<file path="src/hw/brd_pkg.sv">
// brd_pkg: constants for the per-channel bit-rate divider.
// assumes a single 25 MHz system clock and an asynchronous active-low reset.
`default_nettype none
package brd_pkg;
  // field positions inside the channel configuration bytes
  localparam int CFG1_OVERSAMPLE_BIT = 3;
  localparam int CFG2_BYPASS_BIT = 5;
  localparam int CFG2_HIGH_MSB = 7;
  localparam int CFG2_HIGH_LSB = 6;
  localparam int CFG3_RECEIVE_ADDRESS_FLAG_BIT = 4;
  localparam int CFG4_ENHANCED_BIT = 6;
  // general port lanes used to program the external synthesizer
  localparam int PORT_SYNTH_DATA_BIT = 0;
  localparam int PORT_SYNTH_CLK_BIT = 1;
  // divider geometry: (63+1)*2^15 needs 22 bits
  localparam int DIV_W = 22;
  localparam int SUB_W = 4;
  localparam logic [SUB_W-1:0] SUB_LAST = 4'hf; // divide by 16
  localparam logic [DIV_W-1:0] DIV_ONE = 22'h000001;
  localparam logic [DIV_W-1:0] DIV_RESET = 22'h000002; // standard N=0
  // oscillator limits kept by software (kHz)
  localparam int OSC_MIN_KHZ = 391;
  localparam int OSC_MAX_KHZ = 33000;
  localparam int OSC_MAX_MASTER_KHZ = 10000;
endpackage
`default_nettype wire

</file>
<file path="src/hw/brd_baud_rate_divider.sv">
// brd_baud_rate_divider: one channel's bit-rate generator plus line-driver
// and synthesizer-port glue. assumes the oscillator and external clock are
// asynchronous to clk_sys and slower than half of it.
//
// Overview of operation
// - standard mode divides the input clock by (count plus one) times two.
// - ten-bit count is config-two bits 7:6 above the low divider byte.
// - enhanced mode divides by (n+1) times two to the power m.
// - divider bypass in config-two bit 5 forces a divisor of one.
// - enhanced formula only when config-four bit 6 set and bypass clear.
// - oversample bit, config-one bit 3, adds a further divide by 16.
// - standard count with low six bits zero acts as count zero.
// - asynchronous mode 7b clocks the divider from the oscillator input.
// - on a shared multidrop pair only one station drives at a time.
// - in multidrop mode the line receiver stays enabled permanently.
// - general port bit 0 is synthesizer data, bit 1 its clock.
// - clock-recovery modes divide the divider output by 16 more.
`default_nettype none
module brd_baud_rate_divider (
  // clock and reset
  input wire logic clk_sys,
  input wire logic nrst,
  // clock sources from pins
  input wire logic oscillator_input,
  input wire logic ext_clock_in,
  // configuration bytes
  input wire logic [7:0] channel_config_one,
  input wire logic [7:0] channel_config_two,
  input wire logic [7:0] channel_config_four,
  input wire logic [7:0] divider_low_count,
  // clock mode selection
  input wire logic mode_7b,
  input wire logic clock_recovery_loop,
  // general port and line control
  input wire logic [7:0] general_port,
  input wire logic multidrop_mode,
  input wire logic transmit_request,
  input wire logic receive_enable_req,
  // outputs
  output logic bit_tick_q,
  output logic [brd_pkg::DIV_W-1:0] divisor_q,
  output logic synth_data_q,
  output logic synth_clk_q,
  output logic line_drive_en_n_q,
  output logic line_receive_en_q
);

  typedef struct packed {
    logic [1:0] osc_sync;
    logic [1:0] ext_sync;
    logic src_prev;
    logic [brd_pkg::DIV_W-1:0] cnt;
    logic [brd_pkg::SUB_W-1:0] sub;
    logic [26:0] shadow;
    logic tick;
    logic [brd_pkg::DIV_W-1:0] divisor;
    logic synth_data;
    logic synth_clk;
    logic drive_en_n;
    logic rx_en;
  } brd_state_t;

  brd_state_t s_q;
  brd_state_t s_d;

  // divisor decode, shared by the counter and the status output
  function automatic logic [brd_pkg::DIV_W-1:0] calc_divisor(
    input logic [7:0] cfg2,
    input logic [7:0] cfg4,
    input logic [7:0] low
  );
    logic [9:0] n_full;
    logic [6:0] n_small;
    logic [3:0] m_exp;
    n_full = {cfg2[brd_pkg::CFG2_HIGH_MSB:brd_pkg::CFG2_HIGH_LSB], low};
    n_small = {1'b0, low[5:0]} + 7'h01;
    m_exp = {cfg2[brd_pkg::CFG2_HIGH_MSB:brd_pkg::CFG2_HIGH_LSB], low[7:6]};
    if (low[5:0] == 6'h00) begin
      n_full = 10'h000;
    end
    if (cfg2[brd_pkg::CFG2_BYPASS_BIT]) begin
      calc_divisor = brd_pkg::DIV_ONE;
    end else if (cfg4[brd_pkg::CFG4_ENHANCED_BIT]) begin
      calc_divisor = {15'h0000, n_small} << m_exp;
    end else begin
      calc_divisor = {11'h000, ({1'b0, n_full} + 11'h001)} << 1;
    end
  endfunction

  logic [26:0] cfg_now;
  logic [brd_pkg::DIV_W-1:0] div_now;
  logic src_level;
  logic src_edge;
  logic use_sixteen;
  logic pre_tick;

  // next-state logic for the whole channel
  always_comb begin
    s_d = s_q;
    cfg_now = {channel_config_one[brd_pkg::CFG1_OVERSAMPLE_BIT], channel_config_two,
               channel_config_four[brd_pkg::CFG4_ENHANCED_BIT], divider_low_count,
               mode_7b, clock_recovery_loop, 7'h00};
    div_now = calc_divisor(channel_config_two, channel_config_four, divider_low_count);
    // pins pass two flops before anything looks at them
    s_d.osc_sync = {s_q.osc_sync[0], oscillator_input};
    s_d.ext_sync = {s_q.ext_sync[0], ext_clock_in};
    src_level = mode_7b ? s_q.osc_sync[1] : s_q.ext_sync[1];
    s_d.src_prev = src_level;
    src_edge = src_level & ~s_q.src_prev;
    use_sixteen = channel_config_one[brd_pkg::CFG1_OVERSAMPLE_BIT]
                  | clock_recovery_loop;
    pre_tick = 1'b0;
    s_d.tick = 1'b0;
    s_d.divisor = div_now;
    s_d.shadow = cfg_now;
    if (cfg_now != s_q.shadow) begin
      // restart so a half-old period never escapes after a reprogram
      s_d.cnt = '0;
      s_d.sub = '0;
    end else if (src_edge) begin
      if (s_q.cnt >= div_now - brd_pkg::DIV_ONE) begin
        s_d.cnt = '0;
        pre_tick = 1'b1;
      end else begin
        s_d.cnt = s_q.cnt + brd_pkg::DIV_ONE;
      end
    end
    // optional divide by 16 after the main divider
    if (pre_tick) begin
      if (!use_sixteen) begin
        s_d.tick = 1'b1;
        s_d.sub = '0;
      end else if (s_q.sub == brd_pkg::SUB_LAST) begin
        s_d.tick = 1'b1;
        s_d.sub = '0;
      end else begin
        s_d.sub = s_q.sub + 4'h1;
      end
    end
    // synthesizer serial lines copied from the general port
    s_d.synth_data = general_port[brd_pkg::PORT_SYNTH_DATA_BIT];
    s_d.synth_clk = general_port[brd_pkg::PORT_SYNTH_CLK_BIT];
    // a multidrop station drives only while it has something to send
    s_d.drive_en_n = multidrop_mode ? ~transmit_request : 1'b0;
    s_d.rx_en = multidrop_mode ? 1'b1 : receive_enable_req;
  end

  // single state register; reset puts the standard N=0 divisor in place
  always_ff @(posedge clk_sys or negedge nrst) begin
    if (!nrst) begin
      s_q <= '0;
      s_q.divisor <= brd_pkg::DIV_RESET;
      s_q.drive_en_n <= 1'b1;
    end else begin
      s_q <= s_d;
    end
  end

  assign bit_tick_q = s_q.tick;
  assign divisor_q = s_q.divisor;
  assign synth_data_q = s_q.synth_data;
  assign synth_clk_q = s_q.synth_clk;
  assign line_drive_en_n_q = s_q.drive_en_n;
  assign line_receive_en_q = s_q.rx_en;

  // checks on the divisor decode, the tick pacing, the line enables and the synthesizer lanes
  a_bypass_div_one: assert property (@(posedge clk_sys) disable iff (!nrst)
    channel_config_two[brd_pkg::CFG2_BYPASS_BIT] |=> divisor_q == brd_pkg::DIV_ONE)
    else $error("bypass did not give divisor one");
  a_std_formula: assert property (@(posedge clk_sys) disable iff (!nrst)
    (!channel_config_two[5] && !channel_config_four[6] && divider_low_count[5:0] != 6'h00)
    |=> divisor_q == {11'h000, {1'b0, $past(channel_config_two[7:6]),
        $past(divider_low_count)} + 11'h001} * 22'h000002)
    else $error("standard divisor wrong");
  a_std_glitch: assert property (@(posedge clk_sys) disable iff (!nrst)
    (!channel_config_two[5] && !channel_config_four[6] && divider_low_count[5:0] == 6'h00)
    |=> divisor_q == brd_pkg::DIV_RESET)
    else $error("masked count not treated as zero");
  a_enh_formula: assert property (@(posedge clk_sys) disable iff (!nrst)
    (!channel_config_two[5] && channel_config_four[6] && divider_low_count == 8'h01
     && channel_config_two[7:6] == 2'b00) |=> divisor_q == 22'h000002)
    else $error("enhanced divisor wrong");
  a_enh_gate: assert property (@(posedge clk_sys) disable iff (!nrst)
    (channel_config_two[5] && channel_config_four[6]) |=> divisor_q == brd_pkg::DIV_ONE)
    else $error("enhanced applied under bypass");
  a_tick_restart: assert property (@(posedge clk_sys) disable iff (!nrst)
    (cfg_now != s_q.shadow) |=> (s_q.cnt == '0 && !bit_tick_q))
    else $error("divider did not restart on reprogram");
  a_tick_spacing: assert property (@(posedge clk_sys) disable iff (!nrst)
    (bit_tick_q && use_sixteen && $stable(cfg_now)) |=> !bit_tick_q [*2])
    else $error("oversampled ticks too close");
  a_bypass_fast: assert property (@(posedge clk_sys) disable iff (!nrst)
    (src_edge && !use_sixteen && s_q.divisor == brd_pkg::DIV_ONE && cfg_now == s_q.shadow
     && div_now == brd_pkg::DIV_ONE) |=> bit_tick_q)
    else $error("bypass edge gave no tick");
  a_rx_always_on: assert property (@(posedge clk_sys) disable iff (!nrst)
    multidrop_mode |=> line_receive_en_q)
    else $error("receiver dropped in multidrop");
  a_drive_idle: assert property (@(posedge clk_sys) disable iff (!nrst)
    (multidrop_mode && !transmit_request) |=> line_drive_en_n_q)
    else $error("idle station still drives");
  a_synth_lanes: assert property (@(posedge clk_sys) disable iff (!nrst)
    1'b1 |=> (synth_data_q == $past(general_port[0]) && synth_clk_q == $past(general_port[1])))
    else $error("synthesizer lanes swapped");

  c_tick_plain: cover property (@(posedge clk_sys) disable iff (!nrst)
    bit_tick_q && !use_sixteen);
  c_tick_sixteen: cover property (@(posedge clk_sys) disable iff (!nrst)
    bit_tick_q && use_sixteen);
  c_reprogram: cover property (@(posedge clk_sys) disable iff (!nrst) cfg_now != s_q.shadow);
  c_multidrop_tx: cover property (@(posedge clk_sys) disable iff (!nrst)
    multidrop_mode && !line_drive_en_n_q);

endmodule
`default_nettype wire

</file>
<file path="config.mk">
export PLATFORM = sky130hd
export DESIGN_NAME = brd_baud_rate_divider
export DESIGN_NICKNAME = d
export VERILOG_FILES = /design/src/hw/brd_pkg.sv /design/src/hw/brd_baud_rate_divider.sv
export SDC_FILE = /design/constraint.sdc
export NUM_CORES = 1
export LEC_CHECK = 0
export BUFFER_PORTS_ARGS = -buffer_cell sky130_fd_sc_hd__clkbuf_2
export CAP_MARGIN = 0
export CORE_ASPECT_RATIO = 0.7
export CORE_UTILIZATION = 40
export DETAILED_ROUTE_END_ITERATION = 12
export PLACE_DENSITY_LB_ADDON = 0.15
export SLEW_MARGIN = 20
export SYNTH_ARGS = -nofsm -noshare
export SYNTH_HDL_FRONTEND = slang
export SYNTH_SLANG_ARGS = --single-unit
</file>
<file path="constraint.sdc">
create_clock -name clk_sys -period 2.8 [get_ports clk_sys]
set_input_delay 0.84 -clock clk_sys [delete_from_list [all_inputs] [get_ports clk_sys]]
set_output_delay 0.84 -clock clk_sys [all_outputs]
set_load 0.01 [all_outputs]
</file>
# After elaboration in Yosys (flattened, before gate mapping)
# Index checks and enable logic that the tools add are counted.
# Widths: inputs -> output; s select.
dict set report word_totals {
  register_bits 78
  inputBits 49
  output_inout_bits 27
  elab_cells 47
}
dict set report classes {
  add_sub_neg 5
  order_cmp 1
  eq_ne 2
  shifts 1
  muxes 19
  bitwise 4
  reduce_logical 3
}
# operator count
set ops {}
lappend ops {{$mux 22} 5}
lappend ops {{$add 22x1->22 const B} 1}
lappend ops {{$ge 22x22->1} 1}
lappend ops {{$shl 7x4->22} 1}
lappend ops {{$sub 22x1->22 const B} 1}
lappend ops {{$ne 20x20->1} 1}
lappend ops {{$mux 4} 4}
lappend ops {{$add 10x1->11 const B} 1}
lappend ops {{$mux 10} 1}
lappend ops {{$mux 1} 9}
lappend ops {{$add 6x1->7 const B} 1}
lappend ops {{$logic_not 6->1} 1}
lappend ops {{$add 4x1->4 const B} 1}
lappend ops {{$eq 4x4->1 const B} 1}
lappend ops {{$reduce_bool 2->1} 2}
lappend ops {{$not 1->1} 2}
lappend ops {{$and 1x1->1} 1}
lappend ops {{$or 1x1->1} 1}

# Logic depth before layout (Yosys ltp)
# Gate-level depths: netlist of the first run.
dict set report logic_depth {
  depth_word 11
  depth_mapped 22
  depth_no_buf 20
}

# Least setup slack after synthesis of the first run
# OpenSTA, ideal clock, no wires.
dict set report synth_path {
  path_type {input port to flip-flop}
  from {input divider_low_count[0]}
  to {register s_q[77] in the netlist's numbering}
  setup_ns 0.124
  arrival_ns 5.033
  required_ns 2.676
  slack_ns -2.357
  stages 20
  n_path_buf 2
  path_cell_list {buf_2 > inv_1 > ha_1 > nor2_1 > a21oi_1 > a221oi_2 > nor3_1 > a311o_1 > nor4_4 > nand3_2 > or4b_1 > xor2_1 > ha_1 > nand4_1 > nor4_1 > a221oi_1 > nand3_1 > clkbuf_1 > nor3b_1 > a211o_1}
}
dict set report synth_between {
  elab_chain_len 10
  elab_cells_between_ends 14
  cone_classes {3 x add/sub; 1 x order compare; 1 x eq/ne; 1 x shift; 6 x mux; 2 x reduce/logical}
}
# element line
set synth_lines {}
lappend synth_lines {{from (decl)} brd_baud_rate_divider.sv:30} ;# input wire logic [7:0] divider_low_count,
lappend synth_lines {{$logic_not 6->1} brd_baud_rate_divider.sv:78} ;# if (low[5:0] == 6'h00) begin
lappend synth_lines {{$mux 10} brd_baud_rate_divider.sv:78}
lappend synth_lines {{$add 10x1->11} brd_baud_rate_divider.sv:86} ;# calc_divisor = {11'h000, ({1'b0, n_full} + 11'h001)} << 1;
lappend synth_lines {{$mux 22 (*)} brd_baud_rate_divider.sv:83} ;# end else if (cfg4[brd_pkg::CFG4_ENHANCED_BIT]) begin
lappend synth_lines {{$mux 22 (*)} brd_baud_rate_divider.sv:81} ;# if (cfg2[brd_pkg::CFG2_BYPASS_BIT]) begin
lappend synth_lines {{named net div_now (one bit)} brd_baud_rate_divider.sv:91} ;# logic [brd_pkg::DIV_W-1:0] div_now;
lappend synth_lines {{$sub 22x1->22 (*)} brd_baud_rate_divider.sv:121} ;# if (s_q.cnt >= div_now - brd_pkg::DIV_ONE) begin
lappend synth_lines {{$ge 22x22->1 (*)} brd_baud_rate_divider.sv:121}
lappend synth_lines {{$mux 22 (*)} brd_baud_rate_divider.sv:121}
lappend synth_lines {{$mux 22 (*)} brd_baud_rate_divider.sv:120} ;# end else if (src_edge) begin
lappend synth_lines {{$mux 22 (*)} brd_baud_rate_divider.sv:116} ;# if (cfg_now != s_q.shadow) begin
lappend synth_lines {{to (decl)} brd_baud_rate_divider.sv:63} ;# brd_state_t s_q;
# Mark *: on every way through the listed nets, which the timed path passes. The rest lies on a longest branch. The select of a mux whose other input is x is not followed.
# A chain may end at the register's enable or synchronous reset.

# Worst setup path after layout of the first run
dict set report layout_path {
  from {input divider_low_count[1]}
  to {register s_q[74] in the netlist's numbering}
}
# Same word-level chain as after synthesis.

==> flow_metrics.env, run 1 <==
export IMPL_grt_pass1_vias=4808
export IMPL_yosys_area_share_simple=0.241
export IMPL_maxCapViolations=0
export IMPL_track_usage=0.247
export IMPL_initial_core_util=0.412
export IMPL_violations="negative setup slack"
export IMPL_synthMuxAreaShare=0.00412
export IMPL_fin_crit_sh=1.69
export IMPL_clk_insertion_delay_late_ps=340
export IMPL_n_fill_cell=1110
export IMPL_dieHeight_um=97.0
export IMPL_synth_flop_cell="dfrtp_1"
export IMPL_rsz0062_at_grt="true"
export IMPL_synth_fa_ha_area_frac=0.0679
export IMPL_io_pin_count=76
export IMPL_critPathArrivalTime_ps=4940
export IMPL_stdcell_count=881
export IMPL_peakVddDrop_mv=0.268
export IMPL_pre_cts_slack_ps=-2440
export IMPL_p_per_area_mw_per_mm2=404
export IMPL_finalCriticalPeriod_ps=4720
export IMPL_grt_overflow=0
export IMPL_synth_compound_area_frac=0.154
export IMPL_fmax_ghz=0.212
export IMPL_clock_sinks=78
export IMPL_syn_area_per_cell_um2=9.38
export IMPL_status="complete, but fails checks"
export IMPL_yosysWarnings=0
export IMPL_cts_tree="yes"
export IMPL_synth_cell_type_count=71
export IMPL_gp_congestion=0.905
export IMPL_h_tree_depth=3
export IMPL_clk_pin_slew_ps=70
export IMPL_io_buffer_count=55
export IMPL_slew_headroom=0.619
export IMPL_place_hpwl_mm=11.4
export IMPL_core_area_mm2=0.0125
export IMPL_crit_type="in2reg"
export IMPL_grt_max_degree=43
export IMPL_ys_seq_area_frac=0.379
export IMPL_synth_top_family_by_area="simple AND/OR/NAND/NOR gates"
export IMPL_finalSetupViolCount=27
export IMPL_crit_fanout=6
export IMPL_drive_above_1_share=0.440
export IMPL_drt_iter0_drc=333
export IMPL_ctsLongestPathBuffers=2
export IMPL_numCtsBuffers=9
export IMPL_min_path_type="reg2reg"
export IMPL_drc_errors=0
export IMPL_cp_required_ps=3020
export IMPL_area_growth_pct=44.3
export IMPL_p_leak_nw=3.45
export IMPL_die_area_mm2=0.0134
export IMPL_cts_root_buf="clkbuf_16"
export IMPL_grt_pass1_wl_mm=25.2
export IMPL_final_core_util=0.595
export IMPL_syn_instance_count=550
export IMPL_drtPass1Iterations=5
export IMPL_vias_per_cell=5.50
export IMPL_final_nets=790
export IMPL_max_slew_worst_pin_slew_ps=571
export IMPL_postSynth_asyncResetShare=1.00
export IMPL_drv_slew=0
export IMPL_skew_ps=5.75
export IMPL_synth_xor_area_frac=0.0866
export IMPL_finalSetupTns_ps=-49310
export IMPL_dp_cells=837
export IMPL_routedWlPerCell_um=17.8
export IMPL_synth_nets=627
export IMPL_ctsHoldBuffers=0
export IMPL_die_width_um=138
export IMPL_endpoint_kind="flop"
export IMPL_worstSetupStartpointType="primary input"
export IMPL_ys_ff_latch=78
export IMPL_drt_wl_total_mm=15.7
export IMPL_synthesis_area_mm2=0.00516
export IMPL_holdWs_ps=350
export IMPL_ant_nets=0
export IMPL_rows=34
export IMPL_synth_edff_count=0
export IMPL_antenna_found_initial=1
export IMPL_dr_total_vias=4848
export IMPL_hold_viol_final=0
export IMPL_fin_ws_ps=-1920
==> cell type report <==
type | instances | area (µm²) | area share
clock inverters | 7 | 63.8 | 0.00857
well taps | 162 | 203 | 0.0272
flip-flops and latches | 78 | 1950 | 0.263
clock buffers | 9 | 225 | 0.0303
multi-input cells | 410 | 3410 | 0.458
diodes | 1 | 2.50 | 0.000336
repair buffers | 198 | 1520 | 0.204
inverters | 16 | 70.1 | 0.00941
==> critical path, cell delays in order <==
cell	delay, ps
clkbuf_16	130
inv_8	30
ha_4	250
nor2_4	100
a21oi_2	50
a221oi_4	350
nor3_1	90
a311o_1	330
nor4_4	310
nand3_2	150
or4b_4	500
xor2_1	170
ha_1	310
nand4_1	140
nor4_2	220
a221oi_2	130
buf_4	170
and3_4	150
buf_6	130
and3_4	150
a211o_1	230
==> Yosys cell counts (11+ instances only) <==
master,n,share of area
a211o_1,13,0.022
a21o_1,17,0.025
a21oi_1,19,0.018
and3_1,14,0.017
buf_4,23,0.033
dfrtp_1,76,0.37
ha_1,28,0.068
inv_1,16,0.012
nand2_1,34,0.025
nand2b_1,13,0.016
nand3_1,33,0.032
nand4_1,14,0.017
nor2_1,34,0.025
nor3_1,22,0.021
nor4_1,11,0.013
xnor2_1,33,0.056
xor2_1,18,0.031
==> final timing paths <==
| kind | from | endpoint | slack, ps | cells after the start |
|---|---|---|---|---|
| min reg2reg | s_d[82] | s_q[82] | 350 | 0 |
| max | divider_low_count[1] | s_q[74] | -1920 | 21 |
| max reg2reg | s_q[61] | s_q[65] | 170 | 12 |
| max in group asynchronous | nrst | divisor_q[1] | 1630 | 2 |
| min in group asynchronous | nrst | s_q[37] | 500 | 1 |
| min | s_d[82] | s_q[82] | 350 | 0 |
==> cell usage in the layout, fill, tap and decap left out, types with 6 or more instances in the layout <==
cell	n
or3_1	6
ha_1	26
a21o_1	16
and3_1	9
nand4_1	14
nor3_1	15
xnor2_1	31
xor2_1	18
buf_4	129
a21oi_1	10
clkbuf_2	50
buf_12	6
nor3_2	6
buf_6	9
nand3_2	7
nor2_1	28
inv_1	14
a211o_1	13
dfrtp_1	76
nand2b_1	13
a21oi_2	7
nand3_1	26
nand2_1	33
clkbuf_16	10
nor3b_2	9
or2_2	7
==> layer usage <==
layer / up-vias / share of wire / GRT usage
met5: - / 0 / 0
met3: 11 / 0.057 / 0.0430
met1: 2401 / 0.51 / 0.374
li1: 2301 / - / -
met2: 135 / 0.43 / 0.360
met4: 0 / 0.0066 / 0.0569
==> report_power, final <==
group | total [mW] | internal, mW | switching (mW)
registers | 1.18 | 1.16 | 0.0125
logic | 0.687 | 0.326 | 0.361
clock network | 1.15 | 0.621 | 0.525
total | 3.01 | 2.11 | 0.899
==> flip-flops by register name (all words and copies together), names as in the netlist <==
| signal | count |
|---|---|
| s_q | 49 |
| s_d | 2 |
| synth_clk_q | 1 |
| bit_tick_q | 1 |
| line_drive_en_n_q | 1 |
| synth_data_q | 1 |
| line_receive_en_q | 1 |
| divisor_q | 22 |
==> logic make-up after synthesis <==
kind of cell,Yosys count
simple gates,225
compound gates,104
flops,78
buf+inv,62
xor+xnor,51
fa+ha+maj,28
mux,2
==> stage by stage <==
step	cell area [µm²]	power [mW]
final	7440	3.01
after global routing	7440	3.15
after CTS	7250	3.01
after detailed placement	6410	1.77
after global placement	6410	1.76
after floorplan	5310	1.51
==> timing repair <==
action	CTS	global route
pin swaps	35	32
setup endpoints to repair	27	27
cloned	2	0
buffers inserted	17	8
resized for setup	80	25
Power figures use the tool's default switching activity.
==> inputs of run 2 (changes only) <==
--- a/config.mk
+++ b/config.mk
@@ -8,7 +8,7 @@
 export BUFFER_PORTS_ARGS = -buffer_cell sky130_fd_sc_hd__clkbuf_2
 export CAP_MARGIN = 0
 export CORE_ASPECT_RATIO = 0.7
-export CORE_UTILIZATION = 40
+export CORE_UTILIZATION = 30
 export DETAILED_ROUTE_END_ITERATION = 12
 export PLACE_DENSITY_LB_ADDON = 0.15
 export SLEW_MARGIN = 20
==> run 2 against run 1 <==
Compared with the run above:
- the run still ends with negative setup slack left
- utilization fell by 14 points
- flip-flop and latch count did not move
- clock power rose by 10%
- count of clock-buffer cells in the layout did not move
- critical path depth did not move
- via count fell by 1.8%
- clock skew fell by 0.92 ps
- sequential power barely moved
- design area rose by 1.5%
- critical endpoint is now s_q[73]
- largest cell class unchanged
==> flow_metrics.env, run 2 (synthesized netlist as in run 1, its figures left out) <==
export IMPL_status="complete, but fails checks"
export IMPL_violations="negative setup slack"
export IMPL_io_buffer_count=55
export IMPL_holdWs_ps=350
export IMPL_max_slew_worst_pin_slew_ps=534
export IMPL_critPathArrivalTime_ps=4840
export IMPL_place_hpwl_mm=11.7
export IMPL_grt_pass1_wl_mm=25.2
export IMPL_dieHeight_um=112
export IMPL_peakVddDrop_mv=0.251
export IMPL_grt_overflow=0
export IMPL_finalSetupTns_ps=-46580
export IMPL_met3_usage=0.0350
export IMPL_fin_crit_sh=1.65
export IMPL_rows=39
export IMPL_h_tree_depth=3
export IMPL_p_leak_nw=3.50
export IMPL_crit_type="in2reg"
export IMPL_gp_congestion=0.869
export IMPL_globalRouteMet2Util=0.254
export IMPL_routedWlPerCell_um=16.0
export IMPL_final_cell_mix="buf_4, dfrtp_1, clkbuf_2"
export IMPL_antenna_found_initial=0
export IMPL_min_path_type="reg2reg"
export IMPL_drt_iter0_drc=283
export IMPL_ctsLongestPathBuffers=2
export IMPL_final_cell_area_mm2=0.00755
export IMPL_track_usage=0.181
export IMPL_path_cells="clkbuf_16, inv_6, ha_4, nor2_4, a21oi_2, a221oi_4, a22oi_2, a22o_1, nor3_4, nand3_2, or4b_1, xor2_1, ha_1, nand4_1, nor4_2, a221oi_2, buf_4, and3_4, buf_6, and3_1, a211o_1"
export IMPL_skew_ps=4.83
export IMPL_initial_core_util=0.312
export IMPL_area_growth_pct=46.4
export IMPL_core_area_mm2=0.0165
export IMPL_dr_total_vias=4759
export IMPL_vias_per_cell=5.01
export IMPL_layout_commonest_cell="buf_4"
export IMPL_drive_above_1_share=0.448
export IMPL_grt_max_degree=44
export IMPL_ctsHoldBuffers=0
export IMPL_drtPass1Iterations=5
export IMPL_endpoint_kind="flop"
export IMPL_fin_ws_ps=-1820
export IMPL_hold_viol_final=0
export IMPL_finalCriticalPeriod_ps=4620
export IMPL_drc_errors=0
export IMPL_cp_required_ps=3020
export IMPL_numCtsBuffers=9
export IMPL_die_width_um=159
export IMPL_grt_pass1_vias=4718
export IMPL_drv_slew=0
export IMPL_largest_register="s_q"
export IMPL_worstSetupStartpointType="primary input"
export IMPL_crit_fanout=6
export IMPL_p_per_area_mw_per_mm2=414
export IMPL_ant_nets=0
export IMPL_rsz0062_at_grt="true"
export IMPL_largest_reg_flops=49
export IMPL_slew_headroom=0.644
export IMPL_dpl_cell_area_mm2=0.00659
export IMPL_max_stage_delay_ps=530
export IMPL_cts_root_buf="clkbuf_16"
export IMPL_diodes=0
export IMPL_io_pin_count=76
export IMPL_drt_wl_total_mm=15.2
export IMPL_clock_sinks=78
export IMPL_finalSetupViolCount=27
export IMPL_die_area_mm2=0.0177
export IMPL_final_nets=796
export IMPL_clk_pin_slew_ps=60
export IMPL_cpMaxStageDelayCell="or4b_1"
export IMPL_clk_insertion_delay_late_ps=340
export IMPL_maxCapViolations=0
export IMPL_busiest_layer="met1"
export IMPL_fmax_ghz=0.217
export IMPL_cts_tree="yes"
export IMPL_use_met1=0.279
-- run 2: cell types whose count changed in the layout (fill, tap and decap cells not counted), sizes merged --
cell / before / now
clkbuf: 61 / 63
bufinv: 0 / 2
inv: 20 / 18
buf: 146 / 150
diode: 1 / 0
-- run 2: final timing paths --
check,from,endpoint,cells past startpoint,slack (ps)
setup / recovery,divider_low_count[1],s_q[73],21,-1820
hold / removal,s_d[82],s_q[82],0,350
setup reg to reg,s_q[61],s_q[73],11,110
hold reg to reg,s_d[82],s_q[82],0,350
max in group asynchronous,nrst,divisor_q[14],2,1720
min in group asynchronous,nrst,s_q[84],1,490
-- run 2: worst max-delay path: cells and delay by family --
kind                       cells  cell delay, ps
AOI/OAI and AO/OA              6            1170
xor gates and xnor gates       1             180
buffers and inverters          4             430
adders and majority gates      2             550
and+or+nand+nor                8            1650
-- run 2: area by class of cell --
class                      instances  area [µm²]
multi-input combinational        410        3360
clock inverter                     7         104
tap                              225         282
sequential                        78        1950
timing repair buffer             204        1560
clock buffer                       9         225
inverter                          16        67.6
fill                            1604        8990
-- run 2: per-layer routing --
layer,wire length (µm),share of wire,vias to the layer above
met5,0,0,-
met1,8050,0.53,2300
li1,-,-,2315
met3,860,0.057,13
met2,6150,0.40,131
met4,137,0.0090,0
-- run 2: what timing repair did --
action / CTS / global route
gates cloned: 2 / 0
resized for setup: 61 / 41
pin swaps: 14 / 9
buffers inserted: 14 / 4
hold endpoints to repair: 0 / 0
setup endpoints to repair: 27 / 27
-- run 2: power breakdown --
group	leakage, nW	switching, mW	internal (mW)
Clock	0.154	0.481	0.791
Combinational	2.34	0.356	0.325
Sequential	1.01	0.0122	1.16
-- run 2: metrics by stage --
stage	power [mW]	util	worst slack [ps]	cells
2_1_floorplan	1.51	-	-1820	550
3_3_place_gp	1.78	0.398	-2340	914
3_5_place_dp	1.78	0.398	-2420	914
4_1_cts	3.14	0.442	-1760	945
5_1_grt	3.28	0.457	-1930	949
6_report	3.13	0.457	-1820	949
